File: src/include/cfg_id_regs.svh
// Address map, field positions and erased values of the configuration and id block
// Assumes a byte-wide table address space of 22 bits
`ifndef CFG_ID_REGS_SVH
`define CFG_ID_REGS_SVH
// ----------------------------------------
// Addresses
// ----------------------------------------
`define ADDR_W 22
`define ID_BASE 22'h20_0000
`define ID_LAST 22'h20_0004
`define PART_ID_LOW_ADDR 22'h03_FFFE
`define PART_ID_HIGH_ADDR 22'h03_FFFF
`define CFG_BASE 22'h30_0000
`define CFG_LAST 22'h30_0005
// ----------------------------------------
// Configuration byte indices
// ----------------------------------------
`define CFG_PROT_IDX 0
`define CFG_OSC_IDX 1
`define CFG_WDT_IDX 2
`define CFG_MISC_IDX 3
`define CFG_BUS_IDX 4
`define CFG_EEP_IDX 5
`define CFG_BYTES 6
`define ID_BYTES 5
// ----------------------------------------
// Field positions
// ----------------------------------------
`define PROT_POS 0
`define EEP_PROT_POS 0
`define WAIT_POS 0
`define STACK_RST_POS 1
`define CAPMUX_POS 2
`define UPPER_ADDR_POS 0
`define MID_HIGH_ADDR_POS 1
`define MID_LOW_ADDR_POS 2
`define BYTE_ADDR_POS 3
`define BYTE_SEL_POS 4
`define WRITE_STROBE_POS 5
`define REV_W 5
`define PART_W 11
// ----------------------------------------
// Values
// ----------------------------------------
`define CFG_IMPL 48'h013F_0707_0701
`define ERASED_BYTE 8'hFF
`define BLANK_READ 8'h00
`endif

File: src/include/cfg_id_pkg.sv
// Types shared by the configuration and id block
// Assumes nothing beyond a SystemVerilog compiler
package cfg_id_pkg;
    typedef enum logic [2:0] {
        prog_none, prog_read, prog_write, prog_bulk_erase, prog_eeprom_erase, prog_config_erase
    } prog_cmd_t;
    typedef struct packed {
        logic valid;
        prog_cmd_t cmd;
        logic [21:0] addr;
        logic [7:0] wdata;
    } prog_req_t;
    typedef struct packed {
        logic valid;
        logic [21:0] addr;
    } table_read_t;
    typedef struct packed {
        logic valid;
        logic [7:0] data;
    } read_resp_t;
    typedef enum logic [2:0] {
        low_power_crystal_mode, crystal_mode, high_speed_crystal_mode, high_speed_pll_mode,
        resistor_capacitor_mode, rc_with_io_pin_mode, external_clock_mode,
        external_clock_io_pin_mode
    } osc_mode_t;
    typedef struct packed {
        osc_mode_t osc;
        logic [2:0] wdt_div_log2;
        logic wait_enable;
        logic stack_fault_reset_enable;
        logic capture_pin_mux_select;
        logic upper_address_driver_disable;
        logic mid_high_address_driver_disable;
        logic mid_low_address_driver_disable;
        logic byte_address_driver_disable;
        logic byte_select_driver_disable;
        logic write_strobe_driver_disable;
    } session_cfg_t;
endpackage : cfg_id_pkg

File: src/verilog/nv_byte_bank.sv
// Bank of nonvolatile bytes: programming clears bits, erase sets them
// Assumes por is a synchronous power-on reset that loads the factory image
`include "cfg_id_regs.svh"
module nv_byte_bank #(
    parameter int N = 5,
    parameter int IDX_W = 3,
    parameter logic [N*8-1:0] IMPL = '1,
    parameter logic [N*8-1:0] INIT = '1
) (
    input wire logic clk,
    input wire logic por,
    input wire logic ce,
    input wire logic wr_en,
    input wire logic [IDX_W-1:0] wr_idx,
    input wire logic [7:0] wr_data,
    input wire logic [N-1:0] erase_mask,
    output logic [N*8-1:0] bytes
);
    import cfg_id_pkg::*;
    logic [N*8-1:0] store;
    logic [N*8-1:0] next_store;
    // ----------------------------------------
    // Erase wins over a program in the same cycle
    // ----------------------------------------
    always_comb begin
        next_store = store;
        for (int i = 0; i < N; i++) begin
            if (erase_mask[i]) begin
                next_store[i*8 +: 8] = `ERASED_BYTE & IMPL[i*8 +: 8];
            end else if (wr_en && wr_idx == IDX_W'(i)) begin
                next_store[i*8 +: 8] = store[i*8 +: 8] & wr_data;
            end
        end
    end
    always_ff @(posedge clk) begin
        if (por) begin
            store <= INIT & IMPL;
        end else if (ce) begin
            store <= next_store;
        end
    end
    assign bytes = store;
endmodule : nv_byte_bank

File: src/verilog/read_port.sv
// One reader of the table space: part id word, id bytes, configuration, program memory
// Assumes program memory data for req.addr is valid in the request cycle
`include "cfg_id_regs.svh"
module read_port #(
    parameter int ID_N = 5,
    parameter int CFG_N = 6
) (
    input wire logic clk,
    input wire logic srst,
    input wire logic ce,
    input cfg_id_pkg::table_read_t req,
    input wire logic [ID_N*8-1:0] id_bytes,
    input wire logic [15:0] part_id_word,
    input wire logic [CFG_N*8-1:0] cfg_bytes,
    input wire logic [7:0] pmem_rdata,
    input wire logic block_pmem,
    output cfg_id_pkg::read_resp_t resp
);
    import cfg_id_pkg::*;
    read_resp_t next_resp;
    // ----------------------------------------
    // Address decode, one cycle to the answer
    // ----------------------------------------
    always_comb begin
        next_resp.valid = req.valid;
        next_resp.data = `BLANK_READ;
        if (req.valid) begin
            if (req.addr == `PART_ID_LOW_ADDR) begin
                next_resp.data = part_id_word[7:0];
            end else if (req.addr == `PART_ID_HIGH_ADDR) begin
                next_resp.data = part_id_word[15:8];
            end else if (req.addr >= `ID_BASE && req.addr <= `ID_LAST) begin
                for (int i = 0; i < ID_N; i++) begin
                    if (req.addr == `ID_BASE + 22'(i)) begin
                        next_resp.data = id_bytes[i*8 +: 8];
                    end
                end
            end else if (req.addr >= `CFG_BASE && req.addr <= `CFG_LAST) begin
                for (int i = 0; i < CFG_N; i++) begin
                    if (req.addr == `CFG_BASE + 22'(i)) begin
                        next_resp.data = cfg_bytes[i*8 +: 8];
                    end
                end
            end else if (req.addr < `ID_BASE && !block_pmem) begin
                next_resp.data = pmem_rdata;
            end
        end
    end
    always_ff @(posedge clk) begin
        if (srst) begin
            resp <= '0;
        end else if (ce) begin
            resp <= next_resp;
        end
    end
endmodule : read_port

File: src/verilog/config_protect_and_id_access.sv
// Configuration settings, code protection and id access for core and programmer
// Assumes the programmer request port is decoded on clk; por loads the factory image
`include "cfg_id_regs.svh"
// Summary of operation
// - Programmer reads program memory only while program protection is unprogrammed.
// - Eeprom protection is its own erasable bit, apart from mask-fixed program protection.
// - Factory state: eeprom protection off only when program protection is off.
// - Finishing the full eeprom erase clears eeprom protection, allowing eeprom writes.
// - Five user id bytes live at 200000h to 200004h.
// - Id bytes are readable by core table reads and by the programmer.
// - Id bytes read true values even while program memory is protected.
// - A fixed read-only two-byte part id word sits at 3FFFEh and 3FFFFh.
// - Part id word readable by core and programmer, even when protected.
// - Low byte bits 4 to 0 hold the silicon revision.
// - Eleven-bit part number: upper eight in high byte, lowest three in bits 7:5.
// - Bulk erase blanks program memory but leaves configuration untouched.
// - Watchdog postscale selects 1:1 to 1:128 in eight powers of two.
// - Oscillator setting picks one of eight clock source modes.
// - One setting enables wait states on external data bus accesses.
// - Separate settings disable each group of system bus drivers.
// - One setting chooses whether stack full or overflow forces a reset.
// - One setting picks the pin for the second capture unit output.
// - Configuration bits read 0 when programmed, 1 when erased.
// - Program protection bit 0 protects all program memory, 1 leaves it open.
module config_protect_and_id_access #(
    parameter logic MASK_PROGRAM_PROTECT = 1'b1,
    parameter logic [10:0] PART_NUMBER = 11'h2A5,
    parameter logic [4:0] SILICON_REVISION = 5'h03
) (
    input wire logic clk,
    input wire logic srst,
    input wire logic por,
    input wire logic ce,
    input cfg_id_pkg::table_read_t table_read_instruction,
    input wire logic [7:0] core_pmem_rdata,
    output cfg_id_pkg::read_resp_t core_resp,
    input cfg_id_pkg::prog_req_t prog_req,
    input wire logic [7:0] prog_pmem_rdata,
    output cfg_id_pkg::read_resp_t prog_resp,
    output logic prog_busy,
    output logic program_erase_pulse,
    output logic eeprom_erase_start,
    input wire logic eeprom_erase_done,
    output logic eeprom_write_enable,
    output logic program_protected,
    output logic eeprom_protected,
    output cfg_id_pkg::session_cfg_t session_cfg
);
    import cfg_id_pkg::*;
    // Part number and revision defaults are arbitrary values
    localparam logic [15:0] PART_ID_WORD = {PART_NUMBER, SILICON_REVISION};
    localparam logic [47:0] CFG_IMPL_ALL = `CFG_IMPL;
    localparam logic [39:0] CFG_BANK_IMPL = CFG_IMPL_ALL[47:8];
    localparam logic [39:0] CFG_BANK_INIT = {7'h7F, MASK_PROGRAM_PROTECT, 32'hFFFF_FFFF};

    typedef enum {st_idle, st_eeprom_wait} erase_state_t;

    // ----------------------------------------
    // Setting decode
    // ----------------------------------------
    function automatic session_cfg_t decode_cfg(input logic [47:0] c);
        session_cfg_t s;
        logic [7:0] misc;
        logic [7:0] bus;
        misc = c[`CFG_MISC_IDX*8 +: 8];
        bus = c[`CFG_BUS_IDX*8 +: 8];
        case (c[`CFG_OSC_IDX*8 +: 3])
            3'h7: s.osc = rc_with_io_pin_mode;
            3'h6: s.osc = high_speed_pll_mode;
            3'h5: s.osc = external_clock_io_pin_mode;
            3'h4: s.osc = external_clock_mode;
            3'h3: s.osc = resistor_capacitor_mode;
            3'h2: s.osc = high_speed_crystal_mode;
            3'h1: s.osc = crystal_mode;
            default: s.osc = low_power_crystal_mode;
        endcase
        s.wdt_div_log2 = ~c[`CFG_WDT_IDX*8 +: 3];
        s.wait_enable = ~misc[`WAIT_POS];
        s.stack_fault_reset_enable = misc[`STACK_RST_POS];
        s.capture_pin_mux_select = misc[`CAPMUX_POS];
        s.upper_address_driver_disable = ~bus[`UPPER_ADDR_POS];
        s.mid_high_address_driver_disable = ~bus[`MID_HIGH_ADDR_POS];
        s.mid_low_address_driver_disable = ~bus[`MID_LOW_ADDR_POS];
        s.byte_address_driver_disable = ~bus[`BYTE_ADDR_POS];
        s.byte_select_driver_disable = ~bus[`BYTE_SEL_POS];
        s.write_strobe_driver_disable = ~bus[`WRITE_STROBE_POS];
        return s;
    endfunction : decode_cfg

    localparam session_cfg_t SESSION_RST = decode_cfg('1);

    logic [39:0] id_bytes;
    logic [39:0] cfg_bank;
    logic [47:0] cfg_all;
    logic prog_is_read;
    logic prog_act;
    logic id_hit;
    logic cfg_hit;
    logic id_wr;
    logic cfg_wr;
    logic [2:0] id_idx;
    logic [2:0] cfg_idx;
    logic [4:0] id_erase;
    logic [4:0] cfg_erase;
    table_read_t prog_rd;
    erase_state_t state;
    erase_state_t next_state;
    logic next_program_erase_pulse;
    logic next_eeprom_erase_start;
    logic sample_pending;
    logic next_sample_pending;
    session_cfg_t next_session_cfg;

    // ----------------------------------------
    // Programmer command decode
    // ----------------------------------------
    assign prog_act = prog_req.valid && state == st_idle;
    assign prog_is_read = prog_req.valid && prog_req.cmd == prog_read;
    assign id_hit = prog_req.addr >= `ID_BASE && prog_req.addr <= `ID_LAST;
    assign cfg_hit = prog_req.addr > `CFG_BASE && prog_req.addr <= `CFG_LAST;
    assign id_idx = 3'(prog_req.addr - `ID_BASE);
    assign cfg_idx = 3'(prog_req.addr - `CFG_BASE - 22'h00_0001);
    assign id_wr = prog_act && prog_req.cmd == prog_write && id_hit;
    assign cfg_wr = prog_act && prog_req.cmd == prog_write && cfg_hit;
    assign id_erase = {5{prog_act && prog_req.cmd == prog_bulk_erase}};
    // Config erase returns every setting; eeprom erase completion releases only its lock
    always_comb begin
        cfg_erase = {5{prog_act && prog_req.cmd == prog_config_erase}};
        if (state == st_eeprom_wait && eeprom_erase_done) begin
            cfg_erase[`CFG_EEP_IDX-1] = 1'b1;
        end
    end
    assign prog_rd.valid = prog_is_read;
    assign prog_rd.addr = prog_req.addr;

    // ----------------------------------------
    // Nonvolatile storage
    // ----------------------------------------
    nv_byte_bank #(
        .N(`ID_BYTES),
        .IDX_W(3),
        .IMPL('1),
        .INIT('1)
    ) u_id_bank (
        .clk(clk),
        .por(por),
        .ce(ce),
        .wr_en(id_wr),
        .wr_idx(id_idx),
        .wr_data(prog_req.wdata),
        .erase_mask(id_erase),
        .bytes(id_bytes)
    );

    // Mask-fixed program protection is outside the bank; factory eeprom lock follows it
    nv_byte_bank #(
        .N(`CFG_BYTES - 1),
        .IDX_W(3),
        .IMPL(CFG_BANK_IMPL),
        .INIT(CFG_BANK_INIT)
    ) u_cfg_bank (
        .clk(clk),
        .por(por),
        .ce(ce),
        .wr_en(cfg_wr),
        .wr_idx(cfg_idx),
        .wr_data(prog_req.wdata),
        .erase_mask(cfg_erase),
        .bytes(cfg_bank)
    );

    assign cfg_all = {cfg_bank, 7'h00, MASK_PROGRAM_PROTECT};
    assign program_protected = ~cfg_all[`CFG_PROT_IDX*8 + `PROT_POS];
    assign eeprom_protected = ~cfg_all[`CFG_EEP_IDX*8 + `EEP_PROT_POS];
    assign eeprom_write_enable = ~eeprom_protected;

    // ----------------------------------------
    // Readers
    // ----------------------------------------
    read_port #(
        .ID_N(`ID_BYTES),
        .CFG_N(`CFG_BYTES)
    ) u_core_port (
        .clk(clk),
        .srst(srst),
        .ce(ce),
        .req(table_read_instruction),
        .id_bytes(id_bytes),
        .part_id_word(PART_ID_WORD),
        .cfg_bytes(cfg_all),
        .pmem_rdata(core_pmem_rdata),
        .block_pmem(1'b0),
        .resp(core_resp)
    );

    read_port #(
        .ID_N(`ID_BYTES),
        .CFG_N(`CFG_BYTES)
    ) u_prog_port (
        .clk(clk),
        .srst(srst),
        .ce(ce),
        .req(prog_rd),
        .id_bytes(id_bytes),
        .part_id_word(PART_ID_WORD),
        .cfg_bytes(cfg_all),
        .pmem_rdata(prog_pmem_rdata),
        .block_pmem(program_protected),
        .resp(prog_resp)
    );

    // ----------------------------------------
    // Erase sequencing
    // ----------------------------------------
    always_comb begin
        next_state = state;
        next_program_erase_pulse = 1'b0;
        next_eeprom_erase_start = 1'b0;
        case (state)
            st_idle: begin
                if (prog_act && prog_req.cmd == prog_eeprom_erase) begin
                    next_eeprom_erase_start = 1'b1;
                    next_state = st_eeprom_wait;
                end
                if (prog_act && prog_req.cmd == prog_bulk_erase) begin
                    next_program_erase_pulse = 1'b1;
                end
            end
            st_eeprom_wait: begin
                if (eeprom_erase_done) begin
                    next_state = st_idle;
                end
            end
            default: next_state = st_idle;
        endcase
    end
    always_ff @(posedge clk) begin
        if (srst) begin
            state <= st_idle;
            program_erase_pulse <= 1'b0;
            eeprom_erase_start <= 1'b0;
        end else if (ce) begin
            state <= next_state;
            program_erase_pulse <= next_program_erase_pulse;
            eeprom_erase_start <= next_eeprom_erase_start;
        end
    end
    assign prog_busy = state != st_idle;

    // ----------------------------------------
    // Session capture
    // ----------------------------------------
    always_comb begin
        next_sample_pending = 1'b0;
        next_session_cfg = session_cfg;
        if (sample_pending) begin
            next_session_cfg = decode_cfg(cfg_all);
        end
    end
    always_ff @(posedge clk) begin
        if (srst) begin
            sample_pending <= 1'b1;
            session_cfg <= SESSION_RST;
        end else if (ce) begin
            sample_pending <= next_sample_pending;
            session_cfg <= next_session_cfg;
        end
    end

    // ----------------------------------------
    // Assertions
    // ----------------------------------------
    property p_pmem_blocked;
        @(posedge clk) disable iff (srst || por || !ce)
        (prog_is_read && prog_req.addr < `PART_ID_LOW_ADDR && program_protected)
            |=> prog_resp.data == 8'h00;
    endproperty
    a_pmem_blocked: assert property (p_pmem_blocked) else $error("protected read leaked");

    property p_pmem_open;
        @(posedge clk) disable iff (srst || por || !ce)
        (prog_is_read && prog_req.addr < 22'h03_FFFE && !program_protected)
            |=> prog_resp.valid && prog_resp.data == $past(prog_pmem_rdata);
    endproperty
    a_pmem_open: assert property (p_pmem_open) else $error("open read wrong data");

    property p_factory_lock;
        @(posedge clk) disable iff (srst || !ce)
        $past(por) && !por |-> eeprom_protected == program_protected;
    endproperty
    a_factory_lock: assert property (p_factory_lock) else $error("factory lock mismatch");

    property p_erase_unlocks;
        @(posedge clk) disable iff (srst || por || !ce)
        (state == st_eeprom_wait && eeprom_erase_done)
            |=> !eeprom_protected && eeprom_write_enable && !prog_busy;
    endproperty
    a_erase_unlocks: assert property (p_erase_unlocks) else $error("erase kept lock");

    property p_erase_start;
        @(posedge clk) disable iff (srst || por || !ce)
        (prog_act && prog_req.cmd == prog_eeprom_erase) |=> eeprom_erase_start ##1 !eeprom_erase_start;
    endproperty
    a_erase_start: assert property (p_erase_start) else $error("erase start not one pulse");

    property p_id_read;
        @(posedge clk) disable iff (srst || por || !ce)
        (prog_is_read && prog_req.addr == `ID_LAST) |=> prog_resp.data == $past(id_bytes[39:32]);
    endproperty
    a_id_read: assert property (p_id_read) else $error("id byte wrong");

    property p_core_id;
        @(posedge clk) disable iff (srst || por || !ce)
        (table_read_instruction.valid && table_read_instruction.addr == `ID_BASE)
            |=> core_resp.valid && core_resp.data == $past(id_bytes[7:0]);
    endproperty
    a_core_id: assert property (p_core_id) else $error("core id byte wrong");

    property p_part_low;
        @(posedge clk) disable iff (srst || por || !ce)
        (prog_is_read && prog_req.addr == `PART_ID_LOW_ADDR)
            |=> prog_resp.data == {PART_NUMBER[2:0], SILICON_REVISION};
    endproperty
    a_part_low: assert property (p_part_low) else $error("part id low wrong");

    property p_part_high;
        @(posedge clk) disable iff (srst || por || !ce)
        (table_read_instruction.valid && table_read_instruction.addr == `PART_ID_HIGH_ADDR)
            |=> core_resp.data == PART_NUMBER[10:3];
    endproperty
    a_part_high: assert property (p_part_high) else $error("part id high wrong");

    property p_bulk_keeps_cfg;
        @(posedge clk) disable iff (srst || por || !ce)
        (prog_act && prog_req.cmd == prog_bulk_erase) |=> $stable(cfg_all) && program_erase_pulse;
    endproperty
    a_bulk_keeps_cfg: assert property (p_bulk_keeps_cfg) else $error("bulk erase hit config");

    property p_cfg_erased;
        @(posedge clk) disable iff (srst || por || !ce)
        (prog_act && prog_req.cmd == prog_config_erase) |=> cfg_bank == CFG_BANK_IMPL;
    endproperty
    a_cfg_erased: assert property (p_cfg_erased) else $error("erased config not ones");

    property p_session_hold;
        @(posedge clk) disable iff (srst || por || !ce)
        !sample_pending |=> $stable(session_cfg);
    endproperty
    a_session_hold: assert property (p_session_hold) else $error("session changed");

    property p_wdt_ratio;
        @(posedge clk) disable iff (srst || por || !ce)
        sample_pending |=> session_cfg.wdt_div_log2 == ~$past(cfg_all[`CFG_WDT_IDX*8 +: 3]);
    endproperty
    a_wdt_ratio: assert property (p_wdt_ratio) else $error("postscale wrong");

    c_protected_read: cover property (@(posedge clk) prog_is_read && program_protected);
    c_eeprom_unlock: cover property (@(posedge clk) state == st_eeprom_wait && eeprom_erase_done);
    c_bulk_erase: cover property (@(posedge clk) program_erase_pulse);
    c_session_load: cover property (@(posedge clk) sample_pending && !srst);
endmodule : config_protect_and_id_access

File: config.mk
export PLATFORM = sky130hd
export DESIGN_NAME = config_protect_and_id_access
export DESIGN_NICKNAME = d
export VERILOG_FILES = /design/src/include/cfg_id_pkg.sv /design/src/verilog/nv_byte_bank.sv /design/src/verilog/read_port.sv /design/src/verilog/config_protect_and_id_access.sv
export VERILOG_INCLUDE_DIRS = /design/src /design/src/include
export SDC_FILE = /design/constraint.sdc
export NUM_CORES = 1
export LEC_CHECK = 0
export BUFFER_PORTS_ARGS = -buffer_cell sky130_fd_sc_hd__buf_2
export CELL_PAD_IN_SITES_DETAIL_PLACEMENT = 1
export CELL_PAD_IN_SITES_GLOBAL_PLACEMENT = 1
export CORE_MARGIN = 1
export CORE_UTILIZATION = 41
export CTS_CLUSTER_DIAMETER = 120
export DETAILED_ROUTE_END_ITERATION = 10
export PLACE_DENSITY = 0.82
export SKIP_LAST_GASP = 1
export SLEW_MARGIN = 30
export SYNTH_ARGS = -nofsm -noshare
export SYNTH_HDL_FRONTEND = slang
export SYNTH_SLANG_ARGS = --single-unit
File: constraint.sdc
create_clock -name clk -period 2.71 [get_ports clk]
set_input_delay 0.4065 -clock clk [delete_from_list [all_inputs] [get_ports clk]]
set_output_delay 0.4065 -clock clk [all_outputs]
set_load 0.1 [all_outputs]
### Word-level counts from Yosys, hierarchy flattened

Index checks and enable logic that the tools add are counted.

* bits in registers: 148
* output and inout bits: 39

* $add $sub $neg: 3
* order comparisons: 11
* equal/unequal tests: 50
* mux-type cells: 63
* bitwise logic cells: 19
* reductions and logical operators: 51

Operators by type and width (number)
* 22-bit == test (second input constant): 22
* 8-bit two-way mux: 52
* 22-bit by 18-bit == test with 1-bit output (second input constant): 4
* 22-bit greater-or-equal comparator (second input constant): 4
* 22-bit <= comparator (second input constant): 4
* 8-bit bitwise AND: 10
* 32-bit zero test: 2
* 32-bit two-way mux: 2
* 32-bit one-hot mux with 2 select lines: 1
* 22-bit < comparator (second input constant): 2
* 32-bit by 1-bit == test with 1-bit output (second input constant): 1
* 32-bit by 2-bit == test with 1-bit output (second input constant): 1
* 32-bit nonzero test: 1
* 3-bit by 2-bit == test with 1-bit output (second input constant): 8
* 3-bit == test (second input constant): 8
* 1-bit logical AND: 24
* 22-bit greater-than comparator (second input constant): 1
* 2-bit AND reduction: 11
* 3-bit one-hot mux with 7 select lines: 1
* 2-bit nonzero test: 10
* 3-bit by 1-bit == test with 1-bit output (second input constant): 4
* 3-bit by 1-bit subtractor with 3-bit output (second input constant): 3
* 1-bit inverter: 8
* 1-bit two-way mux: 7
* other kinds (4): 6

### Logic depth before layout (Yosys ltp)

* depth in word-level cells: 12
* gate-level depth with buffers: 8
* mapped depth without buffers: 7

### Cells and area by module

From an unflattened synthesis, not the netlist that was laid out.

* cell total of the unflattened synthesis: 817
* area, all modules: 7360.8 µm²

Modules (own cells, without submodules)
* read_port: instances 2, cells an instance 221, area each 1722.9 µm², seq. area each 180.2 µm²
* nv_byte_bank (u_id_bank): instances 1, cells an instance 135, area each 1515.2 µm², seq. area each 800.8 µm²
* nv_byte_bank (u_cfg_bank): instances 1, cells an instance 137, area each 1512.7 µm², seq. area each 800.8 µm²
* config_protect_and_id_access: instances 1, cells an instance 103, area each 887.1 µm², seq. area each 380.4 µm²

### Worst setup path before layout

No wires, ideal clock.

* path type: reg-to-reg
* start: reg u_cfg_bank.store[32] (netlist: u_cfg_bank.bytes[32])
* end: reg u_prog_port.resp[0] in the netlist's numbering
* library setup time: 76 ps
* data arrival time: 2369 ps
* slack: 265 ps
* stages on the path, launching flop included: 7
* buffers on the path: 0
* period minus slack after synthesis: 2445 ps
* cells stage by stage: dfxtp_1 -> inv_1 -> a21oi_1 -> o21a_1 -> o21ai_0 -> o311a_1 -> o22ai_1

* longest elaborated chain between the ends: 6

RTL lines
* from (decl): line nv_byte_bank.sv:20 `logic [N*8-1:0] store;`
* from (signal assigned): line nv_byte_bank.sv:37 `store <= INIT & IMPL;`
* from (signal assigned): line nv_byte_bank.sv:39 `store <= next_store;`
* 8-bit two-way mux: line read_port.sv:40 `` if (req.addr == `CFG_BASE + 22'(i)) begin ``
* 8-bit two-way mux: line read_port.sv:38 `` end else if (req.addr >= `CFG_BASE && req.addr <= `CFG_LAST) begin ``
* 8-bit two-way mux: line read_port.sv:32 `` end else if (req.addr >= `ID_BASE && req.addr <= `ID_LAST) begin ``
* 8-bit two-way mux: line read_port.sv:30 `` end else if (req.addr == `PART_ID_HIGH_ADDR) begin ``
* 8-bit two-way mux: line read_port.sv:28 `` if (req.addr == `PART_ID_LOW_ADDR) begin ``
* 8-bit two-way mux: line read_port.sv:27 `if (req.valid) begin`
* to (signal assigned): line read_port.sv:53 `resp <= next_resp;`
* to (decl): line read_port.sv:17 `output cfg_id_pkg::read_resp_t resp`

No other way between the ends.
A chain may end at the register's enable or synchronous reset.

### Worst setup path in the final report

* start: reg state[0]
* end: reg u_cfg_bank.store[20] (netlist: u_cfg_bank.bytes[20])

* longest elaborated chain between the ends: 7

RTL lines
* from (decl): line config_protect_and_id_access.sv:106 `erase_state_t state;`
* from (signal assigned): line config_protect_and_id_access.sv:239 `state <= st_idle;`
* from (signal assigned): line config_protect_and_id_access.sv:243 `state <= next_state;`
* 32-bit zero test *: line config_protect_and_id_access.sv:117 `assign prog_act = prog_req.valid && state == st_idle;`
* 1-bit logical AND *: line config_protect_and_id_access.sv:117
* 1-bit logical AND (2 in a row): line config_protect_and_id_access.sv:124 `assign cfg_wr = prog_act && prog_req.cmd == prog_write && cfg_hit;`
* 1-bit logical AND: line nv_byte_bank.sv:30 `end else if (wr_en && wr_idx == IDX_W'(i)) begin`
* 2-bit nonzero test (no line)
* 2-bit AND reduction (no line)

Every way passes the cells marked *; elsewhere a longest branch is shown, timed or not.

==> impl_metrics.json <==
{
  "outcome": "finished with violations",
  "violations": "design-rule violations",
  "areaGrowthSynthToFinish_pct": 23.9,
  "antenna_found_initial": 0,
  "ir_worst_vdd_mv": 0.465,
  "ioPinCount": 117,
  "drive_gt1_share_pct": 25.3,
  "post-dp-hpwl_mm": 19.8,
  "first_pass_iters": 10,
  "portBuffers": 115,
  "total_leakage_power_nw": 2.98,
  "syn-num-nets": 828,
  "cts_tree": "done",
  "fin_crit_ns": 2.32,
  "slowest_delay_ns": 0.56,
  "holdBufCountCts": 0,
  "whs_endpoint": "state[0]",
  "hold_class": "input port to flip-flop",
  "drt_iter0_drc": 695,
  "syn_avg_cell_area_sq_um": 8.33,
  "dieArea_sq_um": 15700,
  "synth.distinct_cells": 77,
  "cp.required_ns": 3.00,
  "wl_per_cell_microns": 24.5,
  "ys_seq_area_share_pct": 37.5,
  "r2r_slack_ns": 0.39,
  "ff2ff_path_depth": 8,
  "slew_violations": 0,
  "worstPathArrival_ns": 2.62,
  "root_buffer": "clkbuf_16",
  "ctsHtreeMaxLevel": 4,
  "cts_resized": 0,
  "cts_buffer_depth": 2,
  "clk_pin_slew_worst_paths_ns": 0.06,
  "antenna_cells": 0,
  "worstSetupEndpointType": "flip-flop",
  "fillerInstances": 1801,
  "synth_area_sq_um": 6240,
  "hp-start": "eeprom_erase_done",
  "setup-tns-final_ns": 0,
  "critPathTopFamily": "simple AND/OR/NAND/NOR gates",
  "cts_setup_buffers": 0,
  "wl_mm": 26.4,
  "holdWs_ns": 0.272,
  "cp_max_fo": 6,
  "grt_max_degree": 41,
  "setup_violations": 0,
  "tightestPinTransition_ns": 0.848,
  "ys_seq_elements": 117,
  "synth_cells": 749,
  "grt_first_pass_wirelength_mm": 40.9,
  "finClkSkew_ns": 0.00698,
  "grtUsageTotal_pct": 34.3,
  "final_area_sq_um": 7730,
  "cts_buffers": 17,
  "die_y_microns": 125,
  "synth-async-reset-ratio_pct": 0,
  "holdPathStages": 4,
  "rows": 44,
  "place_congestion": 0.971,
  "fin_nets": 959,
  "rr_endpoint": "u_cfg_bank.bytes[20]",
  "route.detailed.drc": 12,
  "grt_pass1_vias": 7089,
  "dr_total_vias": 6955,
  "placed_cell_area_sq_um": 7140,
  "cp.buffers_inverters": 2,
  "power_density_nw_per_um2": 584,
  "overflow": 0,
  "core_area_sq_um": 14700,
  "max_freq_mhz": 430,
  "cts_sinks": 117,
  "r2r-start": "state[0]",
  "clock_latency_ns": 0.43,
  "max_slew_margin_pct": 43.2,
  "antenna_left": 0,
  "viasPerCell": 6.46,
  "dp_slack_ns": 0.0662,
  "path_cells": "nor4bb_1 > buf_4 > nand2b_1 > nor4_1 > buf_4 > nand2_1 > nand2_1 > a21boi_0",
  "finalHoldViolations": 0,
  "ys.flop_type": "dfxtp_1",
  "slowest_stage": "nor4_1",
  "synth_edf_count": 0,
  "fp.dieW_microns": 125,
  "setup_ws_ns": 0.385,
  "start_kind": "flip-flop",
  "ys_warn_count": 0,
  "path_class": "flip-flop to flip-flop",
  "maxCapViolCount": 0,
  "initial_core_util_pct": 42.4,
  "min_period_over_period_pct": 85.8,
  "rsz0062_at_grt": "false"
}
## synthesized netlist by cell type, drive strengths merged, types with 6 or more instances
library cell    n  area share, %
dfxtp         117             38
inv            10           0.60
nor3           15            1.3
nand2         108            6.5
or2             6           0.60
a21oi          46            3.7
or3            10            1.1
nor4           16            3.0
o22ai          11            1.1
nor2           61            3.9
a31oi           7           0.70
and2            6           0.62
buf             8           0.80
nand2b         15            1.5
a22o           18            2.7
nand4          20            2.2
clkbuf         27            1.6
o21ai          62            5.0
a22oi           9            1.1
a211oi          8           0.96
mux2i           7            1.1
a221oi          7           0.98
nor2b          15            1.5
mux2           13            2.3
nand3          23            1.8
or4            10            1.3
a21boi         16            1.9
## layout make-up
| type | count | area [sq um] | share of cell area, % |
|---|---|---|---|
| well taps | 184 | 230 | 2.98 |
| clock buffers | 18 | 439 | 5.68 |
| multi-input cells | 587 | 3710 | 48.0 |
| repair buffers | 147 | 816 | 10.6 |
| clock inverters | 14 | 153 | 1.97 |
| flip-flops and latches | 117 | 2340 | 30.3 |
| inverters | 10 | 37.5 | 0.486 |
## metal layers
layer	vias to the layer above	GRT usage, %	wire length (microns)
li1	3077	-	-
met3	72	7.15	2070
met4	0	14.7	915
met5	-	0	0
met2	383	55.3	12200
met1	3423	44.4	11200
## registers in the layout, indices dropped and copies added, names as in the netlist
name	cells
u_cfg_bank.bytes	40
session_cfg	15
u_core_port.resp	9
sample_pending	1
state	1
u_prog_port.resp	9
program_erase_pulse	1
eeprom_erase_start	1
u_id_bank.bytes	40
## worst reg2reg max path, stage by stage, from the launching register on
cell and delay [ns]:
dfxtp_1 0.35, nor4bb_1 0.39, buf_4 0.19, nand2b_1 0.08, nor4_1 0.56, buf_4 0.23, nand2_1 0.06, nand2_1 0.19
a21boi_0 0.15
## layout by cell type (no fill, tap or decap), types with 16 or more instances in the layout
master     netlist  routed
clkbuf_16        0      17
nor2_1          58      57
buf_2            4     115
dfxtp_1        117     117
a22o_1          17      17
nand4_1         18      18
a21boi_0        16      16
o21ai_0         62      62
nand3_1         23      23
a21oi_1         46      46
buf_4            2      32
nand2_1        108     107
## how the worst max path moves through the flow
stage | from | depth (start not counted) | slack (ns) | endpoint
2_1_floorplan | u_cfg_bank.bytes[32] | 6 | 0.27 | u_prog_port.resp[0]
3_3_place_gp | table_read_instruction[21] | 7 | 0.14 | u_core_port.resp[6]
3_5_place_dp | prog_req[9] | 9 | 0.07 | u_cfg_bank.bytes[21]
4_1_cts | state[0] | 8 | 0.40 | u_cfg_bank.bytes[21]
5_1_grt | state[0] | 8 | 0.20 | u_cfg_bank.bytes[4]
6_report | state[0] | 8 | 0.39 | u_cfg_bank.bytes[20]
## where the power goes
| group | total, mW | leakage, nW | switching, mW | internal (mW) |
|---|---|---|---|---|
| sequential | 1.76 | 0.947 | 0.0173 | 1.74 |
| combinational | 0.481 | 1.77 | 0.337 | 0.144 |
| clock | 2.27 | 0.267 | 0.895 | 1.38 |
## per-stage QoR
step	util, %	instances	power [mW]
final	52.6	1077	4.51
after global routing	52.6	1077	4.62
after CTS	52.6	1077	4.50
after detailed placement	48.6	1045	2.26
after global placement	48.6	1045	2.25
after floorplan	-	749	2.05
## cell families (layout without fill, tap and decap cells)
logic type | Yosys count | after routing | synth area share [%]
AND/OR/NAND/NOR | 328 | 328 | 28.7
buffers and inverters | 45 | 189 | 3.03
flip-flops | 117 | 117 | 37.5
multiplexers | 25 | 25 | 5.27
other | 1 | 1 | 0.0601
AO/OA/AOI/OAI | 232 | 232 | 25.2
adder cells (fa/ha/maj) | 1 | 1 | 0.200
Note: power is estimated with default switching activity, not from simulation.
